$ cat config.mk
export PLATFORM = sky130hd
export DESIGN_NAME = ssr_status
export DESIGN_NICKNAME = d
export VERILOG_FILES = /design/src/rtl/ssr_pkg.sv /design/src/rtl/ssr_status.sv
export VERILOG_INCLUDE_DIRS = /design/src /design/src/rtl
export SDC_FILE = /design/constraint.sdc
export NUM_CORES = 1
export LEC_CHECK = 0
export ABC_AREA = 0
export BUFFER_PORTS_ARGS = -buffer_cell sky130_fd_sc_hd__buf_2
export CAP_MARGIN = 20
export CORE_MARGIN = 2
export CORE_UTILIZATION = 65
export CTS_CLUSTER_DIAMETER = 60
export CTS_CLUSTER_SIZE = 16
export DETAILED_ROUTE_END_ITERATION = 8
export PLACE_DENSITY = 0.91
export SLEW_MARGIN = 30
export SYNTH_ARGS = -nofsm -noshare
export SYNTH_HDL_FRONTEND = slang
export SYNTH_SLANG_ARGS = --single-unit
$ cat constraint.sdc
create_clock -name clk_sys_i -period 10.5 [get_ports clk_sys_i]
set_input_delay 2.1 -clock clk_sys_i [delete_from_list [all_inputs] [get_ports clk_sys_i]]
set_output_delay 2.1 -clock clk_sys_i [all_outputs]
set_load 0.02 [all_outputs]
$ cat src/rtl/ssr_consts.svh
// Bit positions, reset values and error codes for status reporting.
// Assumes the includer compares codes as signed 16-bit values.
`ifndef SSR_CONSTS_SVH
`define SSR_CONSTS_SVH
// Event status bit positions
`define SSR_EV_OPD   0
`define SSR_EV_QRY   2
`define SSR_EV_DEV   3
`define SSR_EV_EXE   4
`define SSR_EV_CMD   5
`define SSR_EV_PWR   7
`define SSR_EV_USED  8'hBD
`define SSR_EV_RST   8'h80
`define SSR_EN_RST   8'hFF
// Operation status
`define SSR_OP_MEASURING_FLAG  4
`define SSR_OP_USED  16'h0010
// Fault input positions, lowest wins
`define SSR_F_CHAR   0
`define SSR_F_SYN    1
`define SSR_F_RANGE  2
`define SSR_F_CONF   3
`define SSR_F_MUCH   4
`define SSR_F_ILL    5
// Error codes (two's complement)
`define SSR_C_NONE   16'sh0000
`define SSR_C_CHAR   16'shFF70
`define SSR_C_SYN    16'shFF55
`define SSR_C_RANGE  16'shFF22
`define SSR_C_CONF   16'shFF23
`define SSR_C_MUCH   16'shFF21
`define SSR_C_ILL    16'shFF20
`define SSR_C_OVF    16'shFEA2
// Class bounds
`define SSR_Q_LO     16'shFE0D
`define SSR_Q_HI     16'shFE70
`define SSR_D_LO     16'shFE71
`define SSR_D_HI     16'shFED4
`define SSR_X_LO     16'shFED5
`define SSR_X_HI     16'shFF38
`define SSR_M_LO     16'shFF39
`define SSR_M_HI     16'shFF9C
`define SSR_P_LO     16'sh0001
`endif

$ cat src/rtl/ssr_pkg.sv
// Types shared by the status reporting block.
// Assumes nothing of its surroundings.
`default_nettype none
package ssr_pkg;
  typedef logic signed [15:0] ssr_code_t;
  typedef logic [7:0]         ssr_byte_t;
  typedef logic [15:0]        ssr_word_t;
  typedef logic [5:0]         ssr_fault_t;
endpackage
`default_nettype wire

$ cat src/rtl/ssr_status.sv
// Status and event reporting: event status, operation status,
// response queue and error queue, with status byte summary bits.
// Assumes the command parser drives one-cycle strobes on clk_sys_i.
//
// How it works
// [RULE1] Event status query returns contents then clears; clear-status clears too.
// [RULE2] An event bit sets only while its enable mask bit is set.
// [RULE3] Bit 0 sets when operations finish or query results are ready; only operation_done_flag_i sets it here.
// [RULE4] Event bits 1 and 6 always read zero.
// [RULE5] Bit 2 sets on query faults, codes -499 to -400.
// [RULE6] Bit 3 sets on device faults, -399 to -300 or 1 to 32767.
// [RULE7] Bit 4 sets on execution faults, codes -299 to -200.
// [RULE8] Bit 5 sets on command faults, codes -199 to -100.
// [RULE9] Bit 7 sets at power-up and never drives error-available.
// [RULE10] Operation status is 16 bits, only bit 4 measuring is live.
// [RULE11] Responses sit in a FIFO; message-available while it is non-empty.
// [RULE12] A new command discards unread responses.
// [RULE13] Error queue is FIFO, 16 deep, oldest first on each read.
// [RULE14] Clear-status empties the error queue.
// [RULE15] Queue overflow records code -350.
// [RULE16] Character data over 12 characters gives code -144.
// [RULE17] Bad syntax gives code -171.
// [RULE18] Right type but out of range gives code -222.
// [RULE19] Legal data not runnable in current state gives -221.
// [RULE20] Too much data in a parameter gives -223.
// [RULE21] Value not permitted for the command gives -224.
// [RULE22] Event summary bit set while event status is non-zero.
// [RULE23] Error-available set while the error queue holds entries.
// [RULE24] Full queue drops new errors, newest entry becomes overflow code.
// [RULE25] Reading an empty error queue returns code 0.
`timescale 1ns/1ps
`default_nettype none
`include "ssr_consts.svh"

module ssr_status #(
  parameter int OUT_DEPTH = 16,
  parameter int ERR_DEPTH = 16
) (
  input  wire logic              clk_sys_i,
  input  wire logic              rst_n_i,
  input  wire logic              cmd_new_i,
  input  wire logic              cls_i,
  input  wire logic              sevt_rd_i,
  input  wire logic              sevt_en_wr_i,
  input  wire ssr_pkg::ssr_byte_t sevt_en_data_i,
  output var  ssr_pkg::ssr_byte_t sevt_data_o,
  input  wire logic              operation_done_flag_i,
  input  wire logic              measuring_flag_i,
  input  wire logic              opst_rd_i,
  output var  ssr_pkg::ssr_word_t opst_data_o,
  input  wire ssr_pkg::ssr_fault_t fault_i,
  input  wire logic              err_valid_i,
  input  wire ssr_pkg::ssr_code_t err_code_i,
  input  wire logic              err_rd_i,
  output var  ssr_pkg::ssr_code_t err_code_o,
  output logic                   err_code_valid_o,
  input  wire logic              resp_wr_i,
  input  wire ssr_pkg::ssr_byte_t resp_data_i,
  output logic                   resp_full_o,
  input  wire logic              resp_rd_i,
  output var  ssr_pkg::ssr_byte_t resp_data_o,
  output logic                   resp_valid_o,
  output logic                   message_available_o,
  output logic                   error_available_o,
  output logic                   event_summary_bit_o
);
  import ssr_pkg::*;

  localparam int OAW = $clog2(OUT_DEPTH);
  localparam int EAW = $clog2(ERR_DEPTH);

  // ==========================================================
  // Fault to code mapping
  // ==========================================================
  // Priority chain: only one code can enter the queue per cycle
  function automatic ssr_code_t fault_code(input ssr_fault_t f);
    ssr_code_t c;
    c = `SSR_C_NONE;
    // [RULE16] too long text
    if (f[`SSR_F_CHAR])       c = `SSR_C_CHAR;
    // [RULE17] syntax fault
    else if (f[`SSR_F_SYN])   c = `SSR_C_SYN;
    // [RULE18] range fault
    else if (f[`SSR_F_RANGE]) c = `SSR_C_RANGE;
    // [RULE19] settings conflict
    else if (f[`SSR_F_CONF])  c = `SSR_C_CONF;
    // [RULE20] too much data
    else if (f[`SSR_F_MUCH])  c = `SSR_C_MUCH;
    // [RULE21] illegal value
    else if (f[`SSR_F_ILL])   c = `SSR_C_ILL;
    return c;
  endfunction

  // Coded faults win over the external code in the same cycle
  wire logic      new_vld = (|fault_i) | err_valid_i;
  wire ssr_code_t new_cd  = (|fault_i) ? fault_code(fault_i) : err_code_i;

  // ==========================================================
  // Error queue
  // ==========================================================
  ssr_code_t         eq_mem [ERR_DEPTH];
  logic [EAW-1:0]    eq_wr_q, eq_rd_q, eq_wr_d, eq_rd_d;
  logic [EAW:0]      eq_cnt_q, eq_cnt_d;
  logic              ovf_q;
  ssr_code_t         err_code_q;
  logic              err_vld_q, eav_q;

  // Pop and push may share a cycle even when full
  wire logic eq_empty = (eq_cnt_q == '0);
  wire logic eq_full  = (eq_cnt_q == (EAW+1)'(ERR_DEPTH));
  wire logic eq_pop   = err_rd_i & ~cls_i & ~eq_empty;
  wire logic eq_push  = new_vld & ~cls_i & (~eq_full | eq_pop);
  // [RULE24] one overflow mark per full episode
  wire logic eq_ovf   = new_vld & ~cls_i & eq_full & ~eq_pop & ~ovf_q;
  wire logic [EAW-1:0] eq_last = eq_wr_q - 1'b1;

  // [RULE14] clear-status resets pointers and count
  assign eq_wr_d  = cls_i ? '0 : eq_wr_q + EAW'(eq_push);
  assign eq_rd_d  = cls_i ? '0 : eq_rd_q + EAW'(eq_pop);
  assign eq_cnt_d = cls_i ? '0 : eq_cnt_q + (EAW+1)'(eq_push) - (EAW+1)'(eq_pop);

  // Storage has no reset; only pointers define validity
  always_ff @(posedge clk_sys_i)
  begin
    if (eq_push)
      eq_mem[eq_wr_q] <= new_cd;
    // [RULE15] overflow code replaces newest entry
    else if (eq_ovf)
      eq_mem[eq_last] <= `SSR_C_OVF;
  end

  // Pointer and flag state
  always_ff @(posedge clk_sys_i)
  begin
    if (!rst_n_i)
    begin
      eq_wr_q  <= '0;
      eq_rd_q  <= '0;
      eq_cnt_q <= '0;
      ovf_q    <= 1'b0;
    end
    else
    begin
      eq_wr_q  <= eq_wr_d;
      eq_rd_q  <= eq_rd_d;
      eq_cnt_q <= eq_cnt_d;
      ovf_q    <= eq_ovf | (ovf_q & ~eq_pop & ~cls_i);
    end
  end

  // [RULE13] oldest entry answers each read
  // [RULE25] empty queue answers no error
  wire ssr_code_t eq_head = eq_pop ? eq_mem[eq_rd_q] : `SSR_C_NONE;

  always_ff @(posedge clk_sys_i)
  begin
    if (!rst_n_i)
    begin
      err_code_q <= `SSR_C_NONE;
      err_vld_q  <= 1'b0;
      eav_q      <= 1'b0;
    end
    else
    begin
      if (err_rd_i)
        err_code_q <= eq_head;
      err_vld_q <= err_rd_i;
      // [RULE23] error-available from queue fill only
      eav_q     <= (eq_cnt_d != '0);
    end
  end

  // ==========================================================
  // Event status
  // ==========================================================
  ssr_byte_t sevt_q, sevt_en_q, sevt_out_q;
  logic      esum_q;

  // Code of this cycle's event, for classing; a dropped code still
  // flags its own class, and the overflow mark adds the device class
  wire ssr_code_t ev_cd = new_cd;
  wire logic      ev_on = new_vld;
  wire logic c_qry = ev_on & (ev_cd >= `SSR_Q_LO) & (ev_cd <= `SSR_Q_HI);
  wire logic c_dev = (ev_on & (((ev_cd >= `SSR_D_LO) & (ev_cd <= `SSR_D_HI))
                               | (ev_cd >= `SSR_P_LO))) | eq_ovf;
  wire logic c_exe = ev_on & (ev_cd >= `SSR_X_LO) & (ev_cd <= `SSR_X_HI);
  wire logic c_cmd = ev_on & (ev_cd >= `SSR_M_LO) & (ev_cd <= `SSR_M_HI);

  ssr_byte_t ev_raw;
  always_comb
  begin
    ev_raw = '0;
    // [RULE3] operation done
    ev_raw[`SSR_EV_OPD] = operation_done_flag_i;
    // [RULE5] query fault
    ev_raw[`SSR_EV_QRY] = c_qry;
    // [RULE6] device fault
    ev_raw[`SSR_EV_DEV] = c_dev;
    // [RULE7] execution fault
    ev_raw[`SSR_EV_EXE] = c_exe;
    // [RULE8] command fault
    ev_raw[`SSR_EV_CMD] = c_cmd;
  end

  // [RULE2] mask gates setting
  // [RULE4] unused bits forced low
  wire ssr_byte_t ev_set = ev_raw & sevt_en_q & `SSR_EV_USED;
  // [RULE1] clear on read or clear-status, new events survive
  wire logic      ev_clr = sevt_rd_i | cls_i;
  wire ssr_byte_t sevt_d = ev_clr ? ev_set : (sevt_q | ev_set);

  always_ff @(posedge clk_sys_i)
  begin
    if (!rst_n_i)
    begin
      // [RULE9] power-up mark seeded by reset
      sevt_q     <= `SSR_EV_RST;
      sevt_en_q  <= `SSR_EN_RST;
      sevt_out_q <= '0;
      esum_q     <= 1'b0;
    end
    else
    begin
      sevt_q <= sevt_d;
      if (sevt_en_wr_i)
        sevt_en_q <= sevt_en_data_i;
      // [RULE1] answer holds contents before clear
      if (sevt_rd_i)
        sevt_out_q <= sevt_q;
      // [RULE22] summary of what is left
      esum_q <= (sevt_d != '0);
    end
  end

  // ==========================================================
  // Operation status
  // ==========================================================
  ssr_word_t opst_out_q;
  // [RULE10] only measuring bit is live
  wire ssr_word_t opst_v = (16'(measuring_flag_i) << `SSR_OP_MEASURING_FLAG) & `SSR_OP_USED;

  always_ff @(posedge clk_sys_i)
  begin
    if (!rst_n_i)
      opst_out_q <= '0;
    else if (opst_rd_i)
      opst_out_q <= opst_v;
  end

  // ==========================================================
  // Response queue
  // ==========================================================
  ssr_byte_t      oq_mem [OUT_DEPTH];
  logic [OAW-1:0] oq_wr_q, oq_rd_q, oq_wr_d, oq_rd_d;
  logic [OAW:0]   oq_cnt_q, oq_cnt_d;
  ssr_byte_t      resp_q;
  logic           resp_vld_q, oq_full_q, mav_q;

  // A flush frees room, so the new command's first byte is kept
  wire logic oq_full = (oq_cnt_q == (OAW+1)'(OUT_DEPTH));
  wire logic oq_push = resp_wr_i & (~oq_full | cmd_new_i);
  wire logic oq_pop  = resp_rd_i & ~cmd_new_i & (oq_cnt_q != '0);

  // [RULE12] flush moves read pointer to write pointer
  assign oq_wr_d  = oq_wr_q + OAW'(oq_push);
  assign oq_rd_d  = cmd_new_i ? oq_wr_q : oq_rd_q + OAW'(oq_pop);
  assign oq_cnt_d = cmd_new_i ? (OAW+1)'(oq_push)
                  : oq_cnt_q + (OAW+1)'(oq_push) - (OAW+1)'(oq_pop);

  // [RULE11] first-in first-out storage
  always_ff @(posedge clk_sys_i)
  begin
    if (oq_push)
      oq_mem[oq_wr_q] <= resp_data_i;
  end

  always_ff @(posedge clk_sys_i)
  begin
    if (!rst_n_i)
    begin
      oq_wr_q    <= '0;
      oq_rd_q    <= '0;
      oq_cnt_q   <= '0;
      resp_q     <= '0;
      resp_vld_q <= 1'b0;
      oq_full_q  <= 1'b0;
      mav_q      <= 1'b0;
    end
    else
    begin
      oq_wr_q    <= oq_wr_d;
      oq_rd_q    <= oq_rd_d;
      oq_cnt_q   <= oq_cnt_d;
      if (oq_pop)
        resp_q <= oq_mem[oq_rd_q];
      resp_vld_q <= oq_pop;
      oq_full_q  <= (oq_cnt_d == (OAW+1)'(OUT_DEPTH));
      // [RULE11] message-available from fill
      mav_q      <= (oq_cnt_d != '0);
    end
  end

  // Outputs straight from flops
  assign sevt_data_o         = sevt_out_q;
  assign opst_data_o         = opst_out_q;
  assign err_code_o          = err_code_q;
  assign err_code_valid_o    = err_vld_q;
  assign resp_data_o         = resp_q;
  assign resp_valid_o        = resp_vld_q;
  assign resp_full_o         = oq_full_q;
  assign message_available_o = mav_q;
  assign error_available_o   = eav_q;
  assign event_summary_bit_o = esum_q;
endmodule

`default_nettype wire

==> summary.md, run 1 <==
| Metric | Value |
|---|---|
| Status | `complete, no violations` |
| First-pass GRT wire length | `66.90 mm` |
| Die extent in x | `173.8 um` |
| Max Cap Viol | `0` |
| Inst Count DP | `1503` |
| Worst EP arrival | `5370 ps` |
| Clk Latency, worst-skew pair | `530 ps` |
| Vias | `10530` |
| Area Growth Syn to Fin | `10.35%` |
| Compound-Gate Fraction of Synth Area | `2.959%` |
| Most common cell after layout, fill and taps aside | `edfxtp_1` |
| Fin crit share | `48.93%` |
| Final worst slack | `5362 ps` |
| Clock Skews | `27.47 ps` |
| Avg WL per Cell | `28.39 um` |
| Worst setup SP type | `input port` |
| Ports | `105` |
| DRT antenna net count | `0` |
| Footprint of the multi-input gates | `5325 um2` |
| Sequential Area | `13120 um2` |
| Clk sinks | `463` |
| CP max FO | `21` |
| Most frequent cells in the layout | `384 x edfxtp_1, 120 x mux4_2, 86 x buf_2, 75 x dfxtp_1, 61 x nor2_1` |
| Pwr per Cell Area | `173.5 nW/um2` |
| Fmax | `194.6 MHz` |
| Initial Utilization | `65.61%` |
| Gr usage total | `30.07%` |
| Vias per cell | `6.738` |
| Post-Syn Area | `18730 um2` |
| Avg Inst Size Synth | `17.65 um2` |
| Mux cell area share after synthesis | `15.76%` |
| IO Port Bufs | `86` |
| Final max-slew violation count | `0` |
| Unrepaired setup endpoints after global routing | `false` |
| Iter 0 DRT Violations | `1538` |
| FF+latch count, synth | `463` |
| EDFF count, synth | `384` |
| Post-DP HPWL | `26.24 mm` |
| Xor-xnor portion of the synthesized cell area | `0.7482%` |
| # setup viols final | `0` |
| DRC viols | `0` |
| Detailed-route wire length | `44.37 mm` |
| CTS Hold Buffers Added | `0` |
| DIE AREA | `30190 um2` |
| Async SR Flop Fraction | `0%` |
| VDD IR max | `159.2 uV` |
| DP Worst Slack | `4869 ps` |
| Fin nets | `1231` |
| Clk slew on worst S/H paths | `70 ps` |
| Final Wtd Congestion | `0.9128` |
| Final TNS setup | `0 ps` |
| Fillcell total | `1554` |
| Yosys cell types | `62` |
| Die Ht | `173.8 um` |
| Combinational family with the most area after synthesis | `multiplexers` |
| LEAKAGE | `6.978 nW` |
| Root Buffer Master | `clkbuf_16` |
| Worst-margin pin slew | `996.1 ps` |
| Largest net degree at the start of global routing | `66` |
| Vias in the first global route | `10980` |
| Post-Synthesis Cells | `1061` |
| Slew HR | `33.35%` |
| Rows | `62` |
| Final min period | `5138 ps` |
| Post-Synth Simple-Gate Area | `6.754%` |
| Initial antenna violation count | `3` |
| Synth Warn # | `0` |
| Finished Layout Cells | `1563` |
| CTS H-tree lvls | `2` |
| Core area | `28550 um2` |
| Crit. End Element | `register` |
| CTS resizes | `0` |
| Tot Pwr | `3.587 mW` |
| Sequential share of the synthesized area | `70.01%` |
| Hold Crit Class | `register to register` |
| Worst EP required | `10730 ps` |
| Top_reg_cell synth | `edfxtp_1` |
| Postcts setup bufs | `0` |
| Pre-antenna DRT Iters | `7` |
| CTS tree | `built` |
| Bufs on Longest Clock Path | `3` |
| CTS Buf Count | `36` |
| Layout cells sized above 1 | `25.43%` |
| Grt total ovfl | `0` |
| Setup CP Type | `input port to register` |
| Final Hold Viols | `0` |
| Post-Synth Adder-Cell Area | `1.617%` |
==> stage by stage <==
stage / hold slack (ps) / instance area, um2 / utilization (%)
after global placement: 448.9 / 19610 / 68.68
after CTS: 465.3 / 20640 / 72.32
after detailed placement: 454.8 / 19630 / 68.75
final: 473.7 / 20670 / 72.41
after global routing: 512.1 / 20660 / 72.39
after floorplan: 435.5 / 18780 / -
==> worst paths after layout <==
check / startpoint / endpoint / slack [ps] / depth (start not counted)
hold reg to reg: sevt_q[7] / sevt_q[7] / 470 / 2
setup reg to reg: eq_cnt_q[2] / error_available_o / 6920 / 17
setup / recovery: fault_i[2] / eq_mem[10][6] / 5360 / 9
hold / removal: sevt_q[7] / sevt_q[7] / 470 / 2
==> kinds of logic (layout without fill, tap and decap cells) <==
logic type / count (synthesis) / count (layout)
flip-flops: 463 / 463
AND/OR/NAND/NOR: 241 / 241
multiplexers: 145 / 145
buffers and inverters: 90 / 191
AO/OA/AOI/OAI: 82 / 82
adder cells (fa/ha/maj): 23 / 23
XOR/XNOR: 16 / 16
other: 1 / 18
==> cell usage after synthesis (all sizes together), types with 4 or more instances <==
cell type  number  area (um2)
edfxtp        384       11530
nand3          14       70.07
a211oi          4       35.03
o21ai           8       40.03
inv            20       75.07
buf            30       173.9
clkbuf         40       150.1
a31oi           7       43.79
or3            12       75.07
nand2b          7       43.79
ha             21       262.8
and2           18       112.6
nor3           12       60.06
mux2i          25       250.2
xor2            6       52.55
xnor2          10       87.58
mux4          120        2703
nor2           70       262.8
a21oi          26       130.1
a21o            5       37.54
nor2b          57       356.6
dfxtp          79        1582
nand2          28       105.1
nor4            6       43.79
==> flip-flops by register name (all words and copies together), names as in the netlist, 4 cells and up <==
signal       count
eq_rd_q          4
sevt_data_o      8
oq_rd_q          4
oq_wr_q          4
resp_data_o      8
err_code_o      16
eq_cnt_q         5
sevt_q           8
oq_mem         128
eq_mem         256
sevt_en_q        5
oq_cnt_q         5
eq_wr_q          4
==> where the power goes <==
part           leakage [nW]  internal (mW)  switching, mW
combinational          2.16          0.116          0.172
sequential             4.32           2.02         0.0210
clock                 0.492          0.640          0.615
total                  6.98           2.78          0.808
==> final cells by class <==
class,instances,area share (%)
flip-flops and latches,463,63.47
multi-input cells,522,25.76
clock buffers,49,4.594
repair buffers,114,3.117
well taps,384,2.324
inverters,20,0.3632
clock inverters,8,0.3269
diodes,3,0.03632
==> worst max-delay path, cell delays in order <==
cell	delay, ps
buf_2	130
or4_1	680
o31a_1	410
nor4b_4	170
buf_4	260
o21ai_1	200
a32oi_1	300
nor2_2	730
buf_4	360
==> per-layer routing <==
layer	global-route usage (%)	routed length (um)	vias up
li1	-	-	4322
met3	5.570	4096	194
met1	36.35	14520	5275
met5	0	0	-
met2	53.49	23490	741
met4	12.68	2269	0
(Power assumes the default switching activity.)
==> run 2: changes to the inputs <==
- ABC_AREA: 0 -> 1
- CORE_UTILIZATION: 65 -> 61
- PLACE_DENSITY: 0.91 -> 0.87
- clock period: 10.5 -> 5.26 ns (I/O delays scaled with it)
==> summary.md, run 2 <==
| Metric | Value |
|---|---|
| Status | `complete, no violations (unchanged)` |
| IO Port Bufs | `86 (unchanged)` |
| Most common cell after layout, fill and taps aside | `edfxtp_1 (unchanged)` |
| Share of the synthesized area in the top cell type | `60.29% (was 61.56%)` |
| # setup viols final | `0 (unchanged)` |
| Fin crit share | `66.09%` |
| Clock Skews | `30.94 ps (was 27.47 ps)` |
| Gr usage total | `26.78% (was 30.07%)` |
| Clk sinks | `463 (unchanged)` |
| Largest net degree at the start of global routing | `86 (was 66)` |
| Post-synth top area cell | `edfxtp_1 (unchanged)` |
| Post-DP HPWL | `26.42 mm (was 26.24 mm)` |
| FF+latch count, synth | `463 (unchanged)` |
| Area Growth Syn to Fin | `9.264% (was 10.35%)` |
| Most frequent cell after synthesis | `edfxtp_1 (unchanged)` |
| N_diodes | `0 (was 3)` |
| Final TNS setup | `0 ps (unchanged)` |
| VDD IR max | `338.2 uV (was 159.2 uV)` |
| DIE AREA | `32780 um2 (was 30190 um2)` |
| Vias in the first global route | `12780 (was 10980)` |
| Hold Crit Class | `register to register (unchanged)` |
| Most frequent cells in the layout | `384 x edfxtp_1, 296 x nor2_1, 206 x o21ai_0, 145 x nand2_1, 90 x inv_1 (was 384 x edfxtp_1, 120 x mux4_2, 86 x buf_2, 75 x dfxtp_1, 61 x nor2_1)` |
| Top_reg_cell synth | `edfxtp_1 (unchanged)` |
| Fillcell total | `2024 (was 1554)` |
| Vias | `13360 (was 10530)` |
| Layout cells sized above 1 | `10.97% (was 25.43%)` |
| LEAKAGE | `7.686 nW (was 6.978 nW)` |
| Final min period | `3476 ps` |
| CP max FO | `19 (was 21)` |
| Die extent in x | `181.1 um (was 173.8 um)` |
| Post-Synthesis Cells | `1656 (was 1061)` |
| Worst EP required | `5480 ps (was 10730 ps)` |
| Worst setup path end | `eq_mem[13][10] (was eq_mem[10][6])` |
| Iter 0 DRT Violations | `1735 (was 1538)` |
| Slew HR | `34.25% (was 33.35%)` |
| CTS Buf Count | `35 (was 36)` |
| Final Hold Viols | `0 (unchanged)` |
| Most flop-heavy register | `eq_mem (unchanged)` |
| Pwr per Cell Area | `344.4 nW/um2 (was 173.5 nW/um2)` |
| CTS H-tree lvls | `2 (unchanged)` |
| WHS | `469.4 ps (was 473.7 ps)` |
| Postcts setup bufs | `0 (unchanged)` |
| Avg Inst Size Synth | `11.55 um2 (was 17.65 um2)` |
| CP startpoint | `eq_cnt_q[2] (was fault_i[2])` |
| Detailed-route wire length | `44.16 mm (was 44.37 mm)` |
| Final max-slew violation count | `0 (unchanged)` |
| Post-layout util | `67.96% (was 72.41%)` |
| Avg WL per Cell | `20.66 um (was 28.39 um)` |
| Ports | `105 (unchanged)` |
| Fmax | `287.6 MHz` |
| Final Wtd Congestion | `0.9068 (was 0.9128)` |
| Clk Latency, worst-skew pair | `550 ps (was 530 ps)` |
| Max Cap Viol | `0 (unchanged)` |
| FF-to-FF setup slack | `1780 ps (was 6920 ps)` |
| Initial antenna violation count | `0 (was 3)` |
| Die Ht | `181.1 um (was 173.8 um)` |
| Crit. End Element | `register (unchanged)` |
| Bufs on Longest Clock Path | `3 (unchanged)` |
| Fin nets | `1790 (was 1231)` |
| Unrepaired setup endpoints after global routing | `false (unchanged)` |
| Pre-antenna DRT Iters | `6 (was 7)` |
| Post-Syn Area | `19120 um2 (was 18730 um2)` |
| Worst hold path startpoint | `sevt_en_q[4] (was sevt_q[7])` |
| Finished Layout Cells | `2137 (was 1563)` |
| Reg-to-Reg End | `eq_mem[13][10] (was error_available_o)` |
| Synth Warn # | `0 (unchanged)` |
| Max reg flops | `256 (unchanged)` |
| Yosys cell types | `41 (was 62)` |
| Largest cells by area after synthesis | `edfxtp_1 60%, dfxtp_1 8.3%, nor2_1 5.9%, o21ai_0 5.4%, nand2_1 2.8% (was edfxtp_1 62%, mux4_2 14%, dfxtp_1 8.4%, nor2b_1 1.9%, ha_1 1.4%)` |
| CTS tree | `built (unchanged)` |
| Inst Count DP | `2075 (was 1503)` |
| Commonest cells post-synth | `384 x edfxtp_1, 302 x nor2_1, 206 x o21ai_0, 145 x nand2_1, 91 x inv_1 (was 384 x edfxtp_1, 120 x mux4_2, 79 x dfxtp_1, 70 x nor2_1, 57 x nor2b_1)` |
| Setup CP Type | `register to register (was input port to register)` |
| Grt total ovfl | `0 (unchanged)` |
| DRC viols | `0 (unchanged)` |
| Worst setup SP type | `register (was input port)` |
| Worst-margin pin slew | `984.9 ps (was 996.1 ps)` |
| First-pass GRT wire length | `68.39 mm (was 66.90 mm)` |
| CTS Hold Buffers Added | `0 (unchanged)` |
| DRT antenna net count | `0 (unchanged)` |
| Reg2Reg Depth | `14 (was 17)` |
| EDFF count, synth | `384 (unchanged)` |
| Clk slew on worst S/H paths | `70 ps (about the same)` |
| Rows | `64 (was 62)` |
| CTS resizes | `0 (unchanged)` |
| Core area | `30750 um2 (was 28550 um2)` |
| Worst r2r src | `eq_cnt_q[2] (unchanged)` |
| Vias per cell | `6.253 (was 6.738)` |
| Sequential share of the synthesized area | `68.56% (was 70.01%)` |
| Worst EP arrival | `3700 ps (was 5370 ps)` |
| Async SR Flop Fraction | `0% (unchanged)` |
| Initial Utilization | `62.19% (was 65.61%)` |
| Root Buffer Master | `clkbuf_16 (unchanged)` |
run 2: cell count changes in the layout (fill, tap and decap cells not counted), moves of 70 or more:
cell and change:
nor2_1 +235, o21ai_0 +201, mux4_2 -120, nand2_1 +117, inv_1 +70
run 2: kinds of logic after synthesis:
group,count (synthesis),synth area share (%)
flops,463,68.56
simple gates,548,11.89
mux,23,1.204
other cells,1,0.01961
xor+xnor,10,0.4579
compound gates,384,11.88
buf+inv,204,4.403
fa+ha+maj,23,1.583
run 2: how the worst min path moves through the flow:
stage,to,slack (ps),depth (start not counted)
finish,sevt_en_q[4],470,2
global route,sevt_en_q[2],490,2
CTS,err_code_o[1],470,2
detailed placement,err_code_o[4],450,2
global placement,sevt_en_q[0],440,2
floorplan,sevt_en_q[0],430,2
run 2: area by class of cell:
| class | instances | area, um2 | share of cell area [%] |
|---|---|---|---|
| clock buffer | 57 | 979.7 | 4.688 |
| clock inverter | 5 | 51.30 | 0.2455 |
| inverter | 101 | 384.1 | 1.838 |
| multi-input combinational | 1003 | 5241 | 25.08 |
| sequential | 463 | 13120 | 62.78 |
| tap | 396 | 495.5 | 2.371 |
| timing repair buffer | 112 | 625.6 | 2.994 |
run 2: critical path, cell delays in order (launching register included):
cell and delay [ps]:
dfxtp_1 320, inv_1 80, ha_1 150, nand2_1 80, o31ai_2 180, inv_1 120, nand2_2 190, inv_2 210
nor2_4 170, nand3_4 220, xor2_1 240, inv_1 100, nand3_1 160, nor2_1 600, buf_4 340
run 2: power by group:
group	leakage, nW	total (mW)	switching (mW)	internal, mW
clock network	0.495	2.51	1.21	1.29
registers	4.30	4.10	0.0466	4.05
logic	2.89	0.591	0.418	0.173
total	7.69	7.20	1.68	5.52
run 2: stage by stage:
step           worst slack, ps  total power [mW]  cell area, um2
6_report                  1784             7.196           20900
5_1_grt                   1606             7.399           20900
4_1_cts                   1867             7.187           20890
2_1_floorplan             2042             4.564           19180
3_3_place_gp              1513             4.720           19850
3_5_place_dp              1436             4.753           19860
run 2: per-layer routing:
layer | share of wire (%) | up-vias | wire [um] | GRT usage [%]
li1 | - | 6008 | - | -
met1 | 36 | 6315 | 15990 | 35.15
met2 | 50 | 897 | 22120 | 46.00
met3 | 10 | 143 | 4442 | 3.024
met4 | 3.6 | 0 | 1611 | 10.96
met5 | 0 | - | 0 | 0
